## src/pei_pkg.sv

```systemverilog
// package for the parallel absolute-encoder input block
// assumes one logic clock domain; shared by the top and the decoder
package pei_pkg;

    // encoder word widths
    localparam int unsigned PEI_MAX_W      = 12;           // widest encoder word
    localparam logic [3:0]  PEI_LEN_MIN    = 4'h1;         // narrowest setting
    localparam logic [3:0]  PEI_LEN_MAX    = 4'hC;         // twelve lines
    localparam logic [3:0]  PEI_LEN_TRIG   = 4'hB;         // cap with transfer trigger
    localparam logic [3:0]  PEI_LEN_ZERO   = 4'h0;         // illegal setting

    // value limits
    localparam logic [11:0] PEI_MAX_VALUE  = 12'hFFF;      // 4095
    localparam logic [11:0] PEI_BCD_MAX    = 12'h3E7;      // 999, three digits
    localparam logic [3:0]  PEI_DIGIT_MAX  = 4'h9;         // largest bcd digit
    localparam logic [11:0] PEI_BCD_HUND   = 12'h064;      // digit weight 100
    localparam logic [11:0] PEI_BCD_TEN    = 12'h00A;      // digit weight 10

    // reset and default values
    localparam logic [11:0] PEI_WORD_ZERO  = 12'h000;      // cleared word
    localparam logic [11:0] PEI_CTT0_DEF   = 12'h000;      // first unit preset default

    // word type
    typedef logic [PEI_MAX_W-1:0] pei_word_type;

    // input code types
    typedef enum logic [1:0] {
        PEI_CODE_BIN,
        PEI_CODE_GRAY,
        PEI_CODE_BCD
    } pei_code_type;

    // preset sequencer states
    typedef enum logic [0:0] {
        PEI_ST_TRACK,
        PEI_ST_LOAD
    } pei_state_type;

endpackage

```

## src/pei_decode.sv

```systemverilog
// combinational decoder: masks the active lines and converts the code
// assumes width already clamped to 1..12 by the caller
`timescale 1ns/1ps
module pei_decode
(
    // clock for the checks only
    input  wire logic                  mclk,
    input  wire logic                  rst,
    // sampled lines and settings
    input  wire pei_pkg::pei_word_type raw,
    input  wire pei_pkg::pei_code_type code,
    input  wire logic [3:0]            width,
    // decoded word
    output pei_pkg::pei_word_type      value
);

    pei_pkg::pei_word_type masked;     // lines above width forced low
    pei_pkg::pei_word_type gray_bin;   // gray converted to binary
    logic [3:0]            dig [3];    // clamped bcd digits
    pei_pkg::pei_word_type bcd_bin;    // bcd converted to binary

    // per-bit masking and gray chain; zeros above the msb keep the chain exact
    genvar i;
    generate
        for (i = 0; i < pei_pkg::PEI_MAX_W; i++)
        begin : g_bit
            assign masked[i] = raw[i] & (4'(i) < width); // RULE4
            if (i == pei_pkg::PEI_MAX_W - 1)
            begin : g_top
                assign gray_bin[i] = masked[i]; // RULE12
            end
            else
            begin : g_low
                assign gray_bin[i] = masked[i] ^ gray_bin[i+1]; // RULE12
            end
        end
        for (i = 0; i < 3; i++)
        begin : g_dig
            // a nibble above nine is not a digit; it is held at nine
            assign dig[i] = (masked[4*i+3 -: 4] > pei_pkg::PEI_DIGIT_MAX) ?
                            pei_pkg::PEI_DIGIT_MAX : masked[4*i+3 -: 4];
        end
    endgenerate

    // weighted sum of the three digits, never above 999
    assign bcd_bin = 12'(12'(dig[2]) * pei_pkg::PEI_BCD_HUND)
                   + 12'(12'(dig[1]) * pei_pkg::PEI_BCD_TEN)
                   + 12'(dig[0]);

    // code select
    always_comb
    begin
        case (code)
            pei_pkg::PEI_CODE_GRAY: value = gray_bin; // RULE2
            pei_pkg::PEI_CODE_BCD:  value = bcd_bin;  // RULE2
            default:                value = masked;   // RULE2
        endcase
    end

    // nothing above the configured width survives in binary or gray
    a_width_mask: assert property (@(posedge mclk) disable iff (rst) // RULE4
        (code != pei_pkg::PEI_CODE_BCD) |-> ((value >> width) == pei_pkg::PEI_WORD_ZERO))
        else $error("decoded word has bits above the configured width");

    // gray msb passes unchanged
    a_gray_msb: assert property (@(posedge mclk) disable iff (rst) // RULE12
        (code == pei_pkg::PEI_CODE_GRAY) |-> (value[width-4'h1] == raw[width-4'h1]))
        else $error("gray conversion altered the top bit");

    // bcd stays within three digits
    a_bcd_range: assert property (@(posedge mclk) disable iff (rst) // RULE3
        (code == pei_pkg::PEI_CODE_BCD) |-> (value <= pei_pkg::PEI_BCD_MAX))
        else $error("bcd result above 999");

endmodule

```

## src/pei_top.sv

```systemverilog
// parallel absolute-encoder input: samples up to twelve lines, decodes
// them and hands the word to a linked counter as its preset value
// assumes encoder lines and trigger pins are asynchronous to mclk
//
// Operation
// RULE1: width configurable one to twelve lines
// RULE2: decode as binary, gray or bcd
// RULE3: delivered word stays within 0 to 4095
// RULE4: active bits follow width, ascending from line0
// RULE5: trigger with binary or bcd caps eleven
// RULE6: only preset written; count waits for preset
// RULE7: preset trigger always fed from a source
// RULE8: sixteen-bit mode updates first unit preset
// RULE9: thirty-two-bit mode keeps first preset zero
// RULE10: transfer trigger latches word to avoid tearing
// RULE11: encoder supplies transfer timing when used
// RULE12: gray to binary by cascaded xor
`timescale 1ns/1ps
module pei_top
(
    // clock and reset
    input  wire logic                  mclk,
    input  wire logic                  rst,
    // encoder pins
    input  wire pei_pkg::pei_word_type enc_lines,
    input  wire logic                  xfer_trig,
    input  wire logic                  preset_src,
    // configuration
    input  wire pei_pkg::pei_code_type cfg_code,
    input  wire logic [3:0]            cfg_data_len,
    input  wire logic                  cfg_use_trig,
    input  wire logic                  cfg_cnt32,
    // counter side
    output pei_pkg::pei_word_type      ctt0_preset,
    output pei_pkg::pei_word_type      wide_preset,
    output logic                       preset_load,
    // status
    output logic [3:0]                 active_width,
    output logic                       width_capped
);

    // all state in one record
    typedef struct packed {
        pei_pkg::pei_word_type  s1;        // first sync stage, read by s2 only
        pei_pkg::pei_word_type  s2;        // second sync stage
        pei_pkg::pei_word_type  s3;        // third sync stage
        pei_pkg::pei_word_type  stable;    // lines accepted once s2 and s3 agree
        logic [2:0]             trig_sync; // trigger sync chain
        logic                   trig_st;   // accepted trigger level
        logic [2:0]             src_sync;  // preset source sync chain
        logic                   src_st;    // accepted preset source level
        pei_pkg::pei_state_type state;     // preset sequencer
        pei_pkg::pei_word_type  latched;   // word held for the next preset
        pei_pkg::pei_word_type  ctt0;      // first counter-timer preset
        pei_pkg::pei_word_type  wide;      // combined 32-bit preset, low word
        logic                   load;      // preset execute pulse
        logic [3:0]             width;     // width in force
        logic                   capped;    // width was cut to eleven
    } pei_regs_type;

    pei_regs_type          st_reg;     // registered state
    pei_regs_type          st_next;    // next state
    logic [3:0]            len_clamp;  // setting forced into 1..12
    logic                  need_cap;   // trigger with binary or bcd
    logic [3:0]            width_c;    // width used for decoding
    pei_pkg::pei_word_type dec_value;  // decoded word
    logic                  trig_rise;  // accepted trigger edge
    logic                  src_rise;   // accepted source edge
    logic                  fire;       // preset request this cycle

    // width rules: illegal settings fall back to the nearest legal value
    always_comb
    begin
        if (cfg_data_len == pei_pkg::PEI_LEN_ZERO)
        begin
            len_clamp = pei_pkg::PEI_LEN_MIN; // RULE1
        end
        else if (cfg_data_len > pei_pkg::PEI_LEN_MAX)
        begin
            len_clamp = pei_pkg::PEI_LEN_MAX; // RULE1
        end
        else
        begin
            len_clamp = cfg_data_len;
        end
        // a torn read on a trigger edge is worst on the top bit, so it goes
        need_cap = cfg_use_trig && (cfg_code != pei_pkg::PEI_CODE_GRAY)
                   && (len_clamp > pei_pkg::PEI_LEN_TRIG); // RULE5
        width_c  = need_cap ? pei_pkg::PEI_LEN_TRIG : len_clamp; // RULE5
    end

    // decoder works on the filtered lines
    pei_decode u_decode
    (
        .mclk  (mclk),
        .rst   (rst),
        .raw   (st_reg.stable),
        .code  (cfg_code),
        .width (width_c),
        .value (dec_value)
    );

    // edge detection on accepted levels only, never on the first stage
    assign trig_rise = st_next.trig_st & ~st_reg.trig_st;
    assign src_rise  = st_next.src_st & ~st_reg.src_st;
    // without a trigger the preset source has to drive the load
    assign fire      = cfg_use_trig ? trig_rise : src_rise; // RULE7 RULE11

    // next-state logic
    always_comb
    begin
        st_next = st_reg;
        // three-stage synchronisers
        st_next.s1 = enc_lines;
        st_next.s2 = st_reg.s1;
        st_next.s3 = st_reg.s2;
        st_next.trig_sync = {st_reg.trig_sync[1:0], xfer_trig};
        st_next.src_sync  = {st_reg.src_sync[1:0], preset_src};
        // a change counts once the second and third stages agree
        if (st_reg.s2 == st_reg.s3)
        begin
            st_next.stable = st_reg.s3;
        end
        if (st_reg.trig_sync[1] == st_reg.trig_sync[2])
        begin
            st_next.trig_st = st_reg.trig_sync[2];
        end
        if (st_reg.src_sync[1] == st_reg.src_sync[2])
        begin
            st_next.src_st = st_reg.src_sync[2];
        end
        st_next.width  = width_c;
        st_next.capped = need_cap;
        // latch on the trigger; otherwise follow the lines freely
        if (fire || !cfg_use_trig)
        begin
            st_next.latched = dec_value; // RULE10
        end
        st_next.load = 1'b0;
        // preset sequencer
        case (st_reg.state)
            pei_pkg::PEI_ST_TRACK:
            begin
                if (fire)
                begin
                    st_next.state = pei_pkg::PEI_ST_LOAD;
                end
            end
            pei_pkg::PEI_ST_LOAD:
            begin
                // only the preset is written; the count takes it on load
                if (cfg_cnt32)
                begin
                    st_next.ctt0 = pei_pkg::PEI_CTT0_DEF; // RULE9
                    st_next.wide = st_reg.latched;        // RULE9
                end
                else
                begin
                    st_next.ctt0 = st_reg.latched;        // RULE8
                end
                st_next.load  = 1'b1;                     // RULE6 RULE7
                st_next.state = pei_pkg::PEI_ST_TRACK;
            end
            default:
            begin
                st_next.state = pei_pkg::PEI_ST_TRACK;
            end
        endcase
    end

    // state register
    always_ff @(posedge mclk)
    begin
        if (rst)
        begin
            st_reg         <= '0;
            st_reg.state   <= pei_pkg::PEI_ST_TRACK;
            st_reg.ctt0    <= pei_pkg::PEI_CTT0_DEF;
            st_reg.width   <= pei_pkg::PEI_LEN_MIN;
        end
        else
        begin
            st_reg <= st_next;
        end
    end

    // outputs straight from the state register
    assign ctt0_preset  = st_reg.ctt0;
    assign wide_preset  = st_reg.wide;
    assign preset_load  = st_reg.load;
    assign active_width = st_reg.width;
    assign width_capped = st_reg.capped;

    // cap flag follows the trigger and code settings
    a_width_cap: assert property (@(posedge mclk) disable iff (rst) // RULE5
        (cfg_use_trig && cfg_code != pei_pkg::PEI_CODE_GRAY && cfg_data_len > 4'hB
         && cfg_data_len <= 4'hC) |=> (width_capped && active_width == 4'hB))
        else $error("width not capped to eleven with transfer trigger");

    // width always within one to twelve
    a_width_range: assert property (@(posedge mclk) disable iff (rst) // RULE1
        ##1 (active_width >= 4'h1 && active_width <= 4'hC))
        else $error("active width outside one to twelve");

    // a request yields a load two cycles later
    a_fire_load: assert property (@(posedge mclk) disable iff (rst) // RULE7
        (fire && st_reg.state == pei_pkg::PEI_ST_TRACK) |=> ##1 preset_load)
        else $error("preset request did not produce a load pulse");

    // load is a single-cycle pulse
    a_load_pulse: assert property (@(posedge mclk) disable iff (rst) // RULE6
        preset_load |=> !preset_load)
        else $error("load pulse longer than one cycle");

    // preset values change only together with a load
    a_preset_hold: assert property (@(posedge mclk) disable iff (rst) // RULE6
        ($changed(ctt0_preset) || $changed(wide_preset)) |-> preset_load)
        else $error("preset changed without a load");

    // sixteen-bit mode carries the latched word into the first unit
    a_ctt0_value: assert property (@(posedge mclk) disable iff (rst) // RULE8
        (st_reg.state == pei_pkg::PEI_ST_LOAD && !cfg_cnt32)
        |=> (preset_load && ctt0_preset == $past(st_reg.latched)))
        else $error("first unit preset missed the encoder word");

    // thirty-two-bit mode keeps the first unit at zero
    a_ctt0_zero: assert property (@(posedge mclk) disable iff (rst) // RULE9
        (st_reg.state == pei_pkg::PEI_ST_LOAD && cfg_cnt32)
        |=> (ctt0_preset == 12'h000 && wide_preset == $past(st_reg.latched)))
        else $error("first unit preset not held at zero");

    // trigger mode freezes the word between edges
    a_trig_latch: assert property (@(posedge mclk) disable iff (rst) // RULE10
        (cfg_use_trig && !fire) |=> $stable(st_reg.latched))
        else $error("latched word moved without a transfer trigger");

    // filtered lines move only when two stages agreed
    a_sync_agree: assert property (@(posedge mclk) disable iff (rst) // RULE4
        $changed(st_reg.stable) |-> $past(st_reg.s2 == st_reg.s3))
        else $error("lines accepted before the sync stages agreed");

endmodule

```

## config.mk

```make
export PLATFORM = sky130hd
export DESIGN_NAME = pei_top
export DESIGN_NICKNAME = d
export VERILOG_FILES = /design/src/pei_pkg.sv /design/src/pei_decode.sv /design/src/pei_top.sv
export SDC_FILE = /design/constraint.sdc
export NUM_CORES = 1
export LEC_CHECK = 0
export ABC_AREA = 1
export BUFFER_PORTS_ARGS = -buffer_cell sky130_fd_sc_hd__buf_4
export CORE_MARGIN = 2
export CORE_UTILIZATION = 53
export DETAILED_ROUTE_END_ITERATION = 8
export GPL_TIMING_DRIVEN = 0
export PLACE_DENSITY = 0.76
export RECOVER_POWER = 50
export REMOVE_ABC_BUFFERS = 1
export SLEW_MARGIN = 20
export SYNTH_ARGS = -nofsm -noshare
export SYNTH_HDL_FRONTEND = slang
export SYNTH_SLANG_ARGS = --single-unit
```

## constraint.sdc

```tcl
create_clock -name mclk -period 5 [get_ports mclk]
set_input_delay 0.75 -clock mclk [delete_from_list [all_inputs] [get_ports mclk]]
set_output_delay 0.75 -clock mclk [all_outputs]
set_load 0.005 [all_outputs]
```

==> metrics, run 1 <==
Global Route Usage Sum=between 10% and 20%; via count=between 4,000 and 5,000; clk slew on worst S/H paths=0.10 ns; TNS Setup=0 ns; Worst Max-Slew Pin Slew=~2.0 ns; hpwl dp=just under 7 mm; area of the multi-input gates=around 2300 um^2; syn_area_per_cell=approximately 7.6 um^2; Mapped Area=a little under 5000 um^2; delay-heaviest family, CP=adder cells; DIE AREA=10,100 um^2; Rel. slew slack=-31.1%; Die W=about 100 um; first-pass GRT wire length=between 15 and 20 mm; Ys Warns=0; Sink Count=99; vias in the first global route=3,813; layout cells sized above 1=between 15 and 20%; Lkg Pwr=about 2.8 nW; antenna violations before repair=0; Initial Utilization=53.9%; power density cells=291 nW/um^2; Synth cell types=37; max reg flops=41; Hold Path Class=reg2reg; Hold Crit Endpoint=st_next[66]; cts hold-fix bufs=0; Worst setup SP type=input port; failing checks=max-capacitance violations, max-slew violations; drt first pass iters=5; WS Path Type=in2reg; Max stage delay on crit path=between 0.4 and 0.5 ns; Setup crit end kind=flop; final non-filler cell total=about 800; largest net degree at the start of global routing=52; Die Span Y=roughly 100 um; Final ANT Viol Nets=0; Hold Crit Depth=2; Syn Inst Count=649; worst reg2reg path endpoint=st_reg[39]; drc violations=0; P&R area growth vs syn=10.6%; final setup violation count=0; final net count=approximately 730; Slowest cell on crit path=fa_1; most frequent cells in the layout=108 x nor2_1, 99 x dfxtp_1, 93 x inv_1; Remaining Overflow, GRT=0; most common cell after layout, fill and taps aside=nor2_1; maxcap violations=1; CTS Buf Count=9; crit path DAT=5.08 ns; Top FF cell, synth=dfxtp_1; Vias per Instance=around 5.1; GPL Wtd Cong=slightly above 0.9; status=finished with violations; Peak VDD IR=0.254 mV; clock skew=0.0118 ns; DR WL/cell=between 10 and 15 um; reg-to-reg slack, setup=1.02 ns; Hold Vio Cnt, Final=0; root buf cell=clkbuf_8; Diodes inserted=0; DP Area=5150 um^2; Critical path buffers and inverters=8; DR iter-0 viols=~210; # fillers=roughly 860; Min Clock Period, post-route=between 4 and 5 ns; TritonCTS clock tree=built; final worst-path cycle share=96.5%; required time of the critical path=between 5 and 6 ns; DP Cell Count=763; Yosys reg bits=99; worst-path fanout max=4; Clock Path Buffers=2; total wire length=~9.5 mm; Max Clk Rate=about 210 MHz; Clock Latency Late Sink=about 0.36 ns; number of flops mapped to enable cells by yosys=0; cells on worst reg2reg path=23; Final Cell Area=between 5000 and 6000 um^2; sequential area share after synthesis=around two fifths; register area=around 2000 um^2; I/O pin count=54; max-slew violations=52; core area=around 9000 um^2; worst hold start=st_next[78]; IO Port Bufs=53; r2r startpoint=st_reg[61]; # rows=35; H-Tree Level Count=3; ys async rst share=0%
## area by class of cell
| cell class | count | area share, % |
|---|---|---|
| multi-input combinational | 399 | 42.6 |
| sequential | 99 | 36.5 |
| timing repair buffer | 60 | 8.22 |
| inverter | 100 | 6.91 |
| tap | 111 | 2.56 |
| clock buffer | 11 | 2.42 |
| clock inverter | 5 | 0.829 |
## cell families (layout without fill, tap and decap cells)
kind of cell	Yosys count	in the layout	share of synthesized area, %
compound gates	92	92	10.2
xor+xnor	15	15	2.68
fa+ha+maj	33	33	9.02
buf+inv	151	176	13.8
flops	99	99	40.4
other cells	1	1	0.0764
simple gates	258	258	23.8
## cell usage after synthesis, types with 2 or more instances
master	count	area [um^2]
nand3_2	11	110
ha_1	29	363
a21oi_1	19	95.1
o21ai_0	56	280
nor2_1	111	417
buf_4	28	210
nand2_1	62	233
nand2_2	12	75.1
a211oi_1	2	15.0
a41oi_1	2	17.5
inv_1	95	357
clkbuf_1	21	78.8
nor3_1	2	10.0
xnor2_1	2	17.5
a31oi_1	4	25.0
o22ai_1	2	12.5
and2_1	2	12.5
fa_1	4	80.1
dfxtp_1	99	1980
nand4_1	2	12.5
nand3_1	47	235
inv_2	5	18.8
nor4_1	5	31.3
xor2_1	13	114
nand2_4	2	22.5
## power breakdown
group          switching [mW]  total, mW  internal (mW)
registers              0.0191      0.845          0.826
logic                   0.164      0.266          0.101
clock network           0.279      0.469          0.189
total                   0.463       1.58           1.12
## per-stage QoR
step / power, mW / setup slack, ns / hold slack, ns / util (%)
floorplan: 1.04 / 0.287 / 0.388 / -
global placement: 1.11 / -0.478 / 0.389 / 56.5
detailed placement: 1.12 / -0.520 / 0.393 / 56.6
CTS: 1.58 / 0.0472 / 0.401 / 58.6
global route: 1.67 / -0.0455 / 0.430 / 59.6
finish: 1.58 / 0.177 / 0.404 / 59.6
## layer usage
metal / GRT usage, % / up-vias / share of wire, %
li1: - / 2071 / -
met1: 22.7 / 1864 / 45
met2: 34.5 / 85 / 50
met3: 4.04 / 11 / 3.4
met4: 8.01 / 0 / 1.8
met5: 0 / - / 0
## worst max path at each step
stage,cells past startpoint,endpoint,from,slack [ns]
6_report,31,st_reg[39],cfg_code[1],0.18
5_1_grt,31,st_reg[39],cfg_code[1],-0.05
4_1_cts,30,st_reg[39],cfg_code[1],0.05
3_5_place_dp,30,st_reg[40],cfg_code[1],-0.52
3_3_place_gp,30,st_reg[40],cfg_code[1],-0.48
2_1_floorplan,29,st_reg[40],cfg_code[1],0.29
## repair_timing
item                       CTS  global route
setup endpoints to repair    4             4
buffers inserted             1             5
pin swaps                    1            11
resized for setup            3            18
## tightest hold or removal path: cells and delay by family, from the launching register on
kind	cells	cell delay [ns]
buffers and inverters	1	0.04
DFF	1	0.31
and+or+nand+nor	1	0.03
Power figures use the tool's default switching activity.
==> inputs of run 2 (changes only) <==
- REMOVE_ABC_BUFFERS: 1 -> default
==> run 2 against run 1 <==
Net effect:
- the flow now finishes without violations
- cell area rose by 6.8%
- non-clock buffer count increased by 53
- cell count is 6.8% higher
- count of clock-buffer cells in the layout is the same
- setup slack gained 0.038 ns
- first-iteration DRC count is 47% lower
- core utilization grew 4.1 points
- sequential power about the same
- critical path depth decreased by 1
- clock power increased by 14%
- critical path type unchanged
- largest cell class unchanged
- highest routed layer unchanged
==> metrics, run 2 (synthesized netlist as in run 1, its figures left out) <==
status=complete, no violations (was finished with violations); Remaining Overflow, GRT=0 (unchanged); Sink Count=99 (unchanged); worst-path fanout max=4 (unchanged); Rel. slew slack=66.2% (was -31.1%); clk slew on worst S/H paths=0.10 ns (about the same); I/O pin count=54 (unchanged); final non-filler cell total=838 (was 785); setup ws final=0.215 ns (was 0.177 ns); worst hold start=st_next[85] (was st_next[78]); Hold Crit Depth=2 (unchanged); clock skew=0.0101 ns (was 0.0118 ns); Slowest cell on crit path=fa_1 (unchanged); tightest hold margin=0.405 ns (was 0.404 ns); worst reg2reg path endpoint=st_reg[40] (was st_reg[39]); Worst setup SP type=input port (unchanged); Lkg Pwr=3.02 nW (was 2.80 nW); crit path from=cfg_code[1] (unchanged); r2r startpoint=st_reg[61] (unchanged); Final Cell Area=5800 um^2 (was 5430 um^2); DP Cell Count=811 (was 763); DP Area=5430 um^2 (was 5150 um^2); final setup violation count=0 (unchanged); TNS Setup=0 ns (unchanged); most used cell, CP=inv_1; delay-heaviest family, CP=adder cells (unchanged); GPL Wtd Cong=0.911 (was 0.907); DR iter-0 viols=114 (was 214); largest net degree at the start of global routing=18 (was 52); Die W=100 um (unchanged); IO Port Bufs=51 (was 53); Setup crit end kind=flop (unchanged); Hold Vio Cnt, Final=0 (unchanged); Max Clk Rate=209 MHz (was 207 MHz); DR WL/cell=12.5 um (was 12.1 um); maxcap violations=0 (was 1); root buf cell=clkbuf_8 (unchanged); Setup Slack @ Placement=-0.637 ns (was -0.520 ns); Die Span Y=100 um (unchanged); Initial Utilization=53.9% (unchanged); most frequent cells in the layout=110 x nor2_1, 99 x dfxtp_1, 93 x inv_1 (was 108 x nor2_1, 99 x dfxtp_1, 93 x inv_1); drc violations=0 (unchanged); H-Tree Level Count=3 (unchanged); Critical path buffers and inverters=8 (unchanged); Worst Max-Slew Pin Slew=0.507 ns (was 1.97 ns); total wire length=10.5 mm (was 9.53 mm); max-slew violations=0 (was 52); CTS Buf Count=9 (unchanged); Diodes inserted=0 (unchanged); Clock Latency Late Sink=0.36 ns (about the same); drt first pass iters=4 (was 5); # rows=35 (unchanged); cells on worst reg2reg path=22 (was 23); Final ANT Viol Nets=0 (unchanged); Overall Power=1.67 mW (was 1.58 mW); WS Path Type=in2reg (unchanged); power density cells=288 nW/um^2 (was 291 nW/um^2); first-pass GRT wire length=17.0 mm (was 16.0 mm); Min Clock Period, post-route=4.79 ns (was 4.82 ns); Vias per Instance=5.03 (was 5.14); vias in the first global route=3,950 (was 3,813); core area=9110 um^2 (unchanged); final worst-path cycle share=95.7% (was 96.5%); DIE AREA=10,100 um^2 (unchanged); Clock Path Buffers=2 (unchanged); P&R area growth vs syn=18.2% (was 10.6%); TritonCTS clock tree=built (unchanged); cts hold-fix bufs=0 (unchanged); antenna violations before repair=0 (unchanged); Hold Crit Endpoint=st_next[73] (was st_next[66]); via count=4,216 (was 4,031); Global Route Usage Sum=21.1% (was 19.4%); Post-Syn Nets=706; reg-to-reg slack, setup=1.23 ns (was 1.02 ns); Max stage delay on crit path=0.47 ns (about the same); layout cells sized above 1=21.2% (was 18.0%); most common cell after layout, fill and taps aside=nor2_1 (unchanged); Hold Path Class=reg2reg (unchanged); required time of the critical path=5.24 ns (was 5.25 ns); Peak VDD IR=0.339 mV (was 0.254 mV); final net count=779 (was 726); post-layout util=63.7% (was 59.6%); crit path DAT=5.03 ns (was 5.08 ns); hpwl dp=8.12 mm (was 6.91 mm); max reg flops=41 (unchanged)
run 2: changes by cell type in the layout (fill, tap and decap cells not counted), sizes merged:
cell,delta
clkinv,-1
clkinvlp,-1
buf,+38
bufinv,+1
inv,+1
clkbuf,+15
run 2: worst max-delay path by stage:
stage                 end  cells after the start  slack [ns]
6_report       st_reg[40]                     30        0.21
5_1_grt        st_reg[40]                     29       -0.04
4_1_cts        st_reg[39]                     30       0.005
3_5_place_dp   st_reg[40]                     30       -0.64
3_3_place_gp   st_reg[40]                     30       -0.59
2_1_floorplan  st_reg[40]                     29        0.31
run 2: report_power, final:
group | internal [mW] | switching (mW)
sequential | 0.826 | 0.0204
clock | 0.254 | 0.283
combinational | 0.116 | 0.174
total | 1.20 | 0.477
run 2: layer usage:
metal	up-vias	GRT usage [%]	routed length, um	share of wire (%)
met5	-	0	0	0
met4	0	7.38	210	2.0
met3	23	4.11	386	3.7
met2	98	39.9	5490	52
met1	1924	23.4	4420	42
li1	2171	-	-	-
run 2: cell type report:
class	count	area, um^2
Multi-Input combinational cell	399	2330
Inverter	100	375
Buffer	51	304
Clock inverter	5	67.6
Tap cell	111	139
Clock buffer	11	141
Fill cell	794	3310
Sequential cell	99	1980
Timing Repair Buffer	62	465
run 2: timing repair:
action / in CTS / in global routing
pin swaps: 1 / 9
buffers inserted: 1 / 10
endpoints found under the setup margin: 4 / 5
resized for setup: 6 / 15
run 2: worst register-to-register path: cells and delay by family, from the launching register on:
kind / cells / cell delay (ns)
and+or+nand+nor: 4 / 0.40
DFF: 1 / 0.34
AOI/OAI and AO/OA: 7 / 0.95
adders and majority gates: 6 / 1.60
buffers and inverters: 5 / 0.38
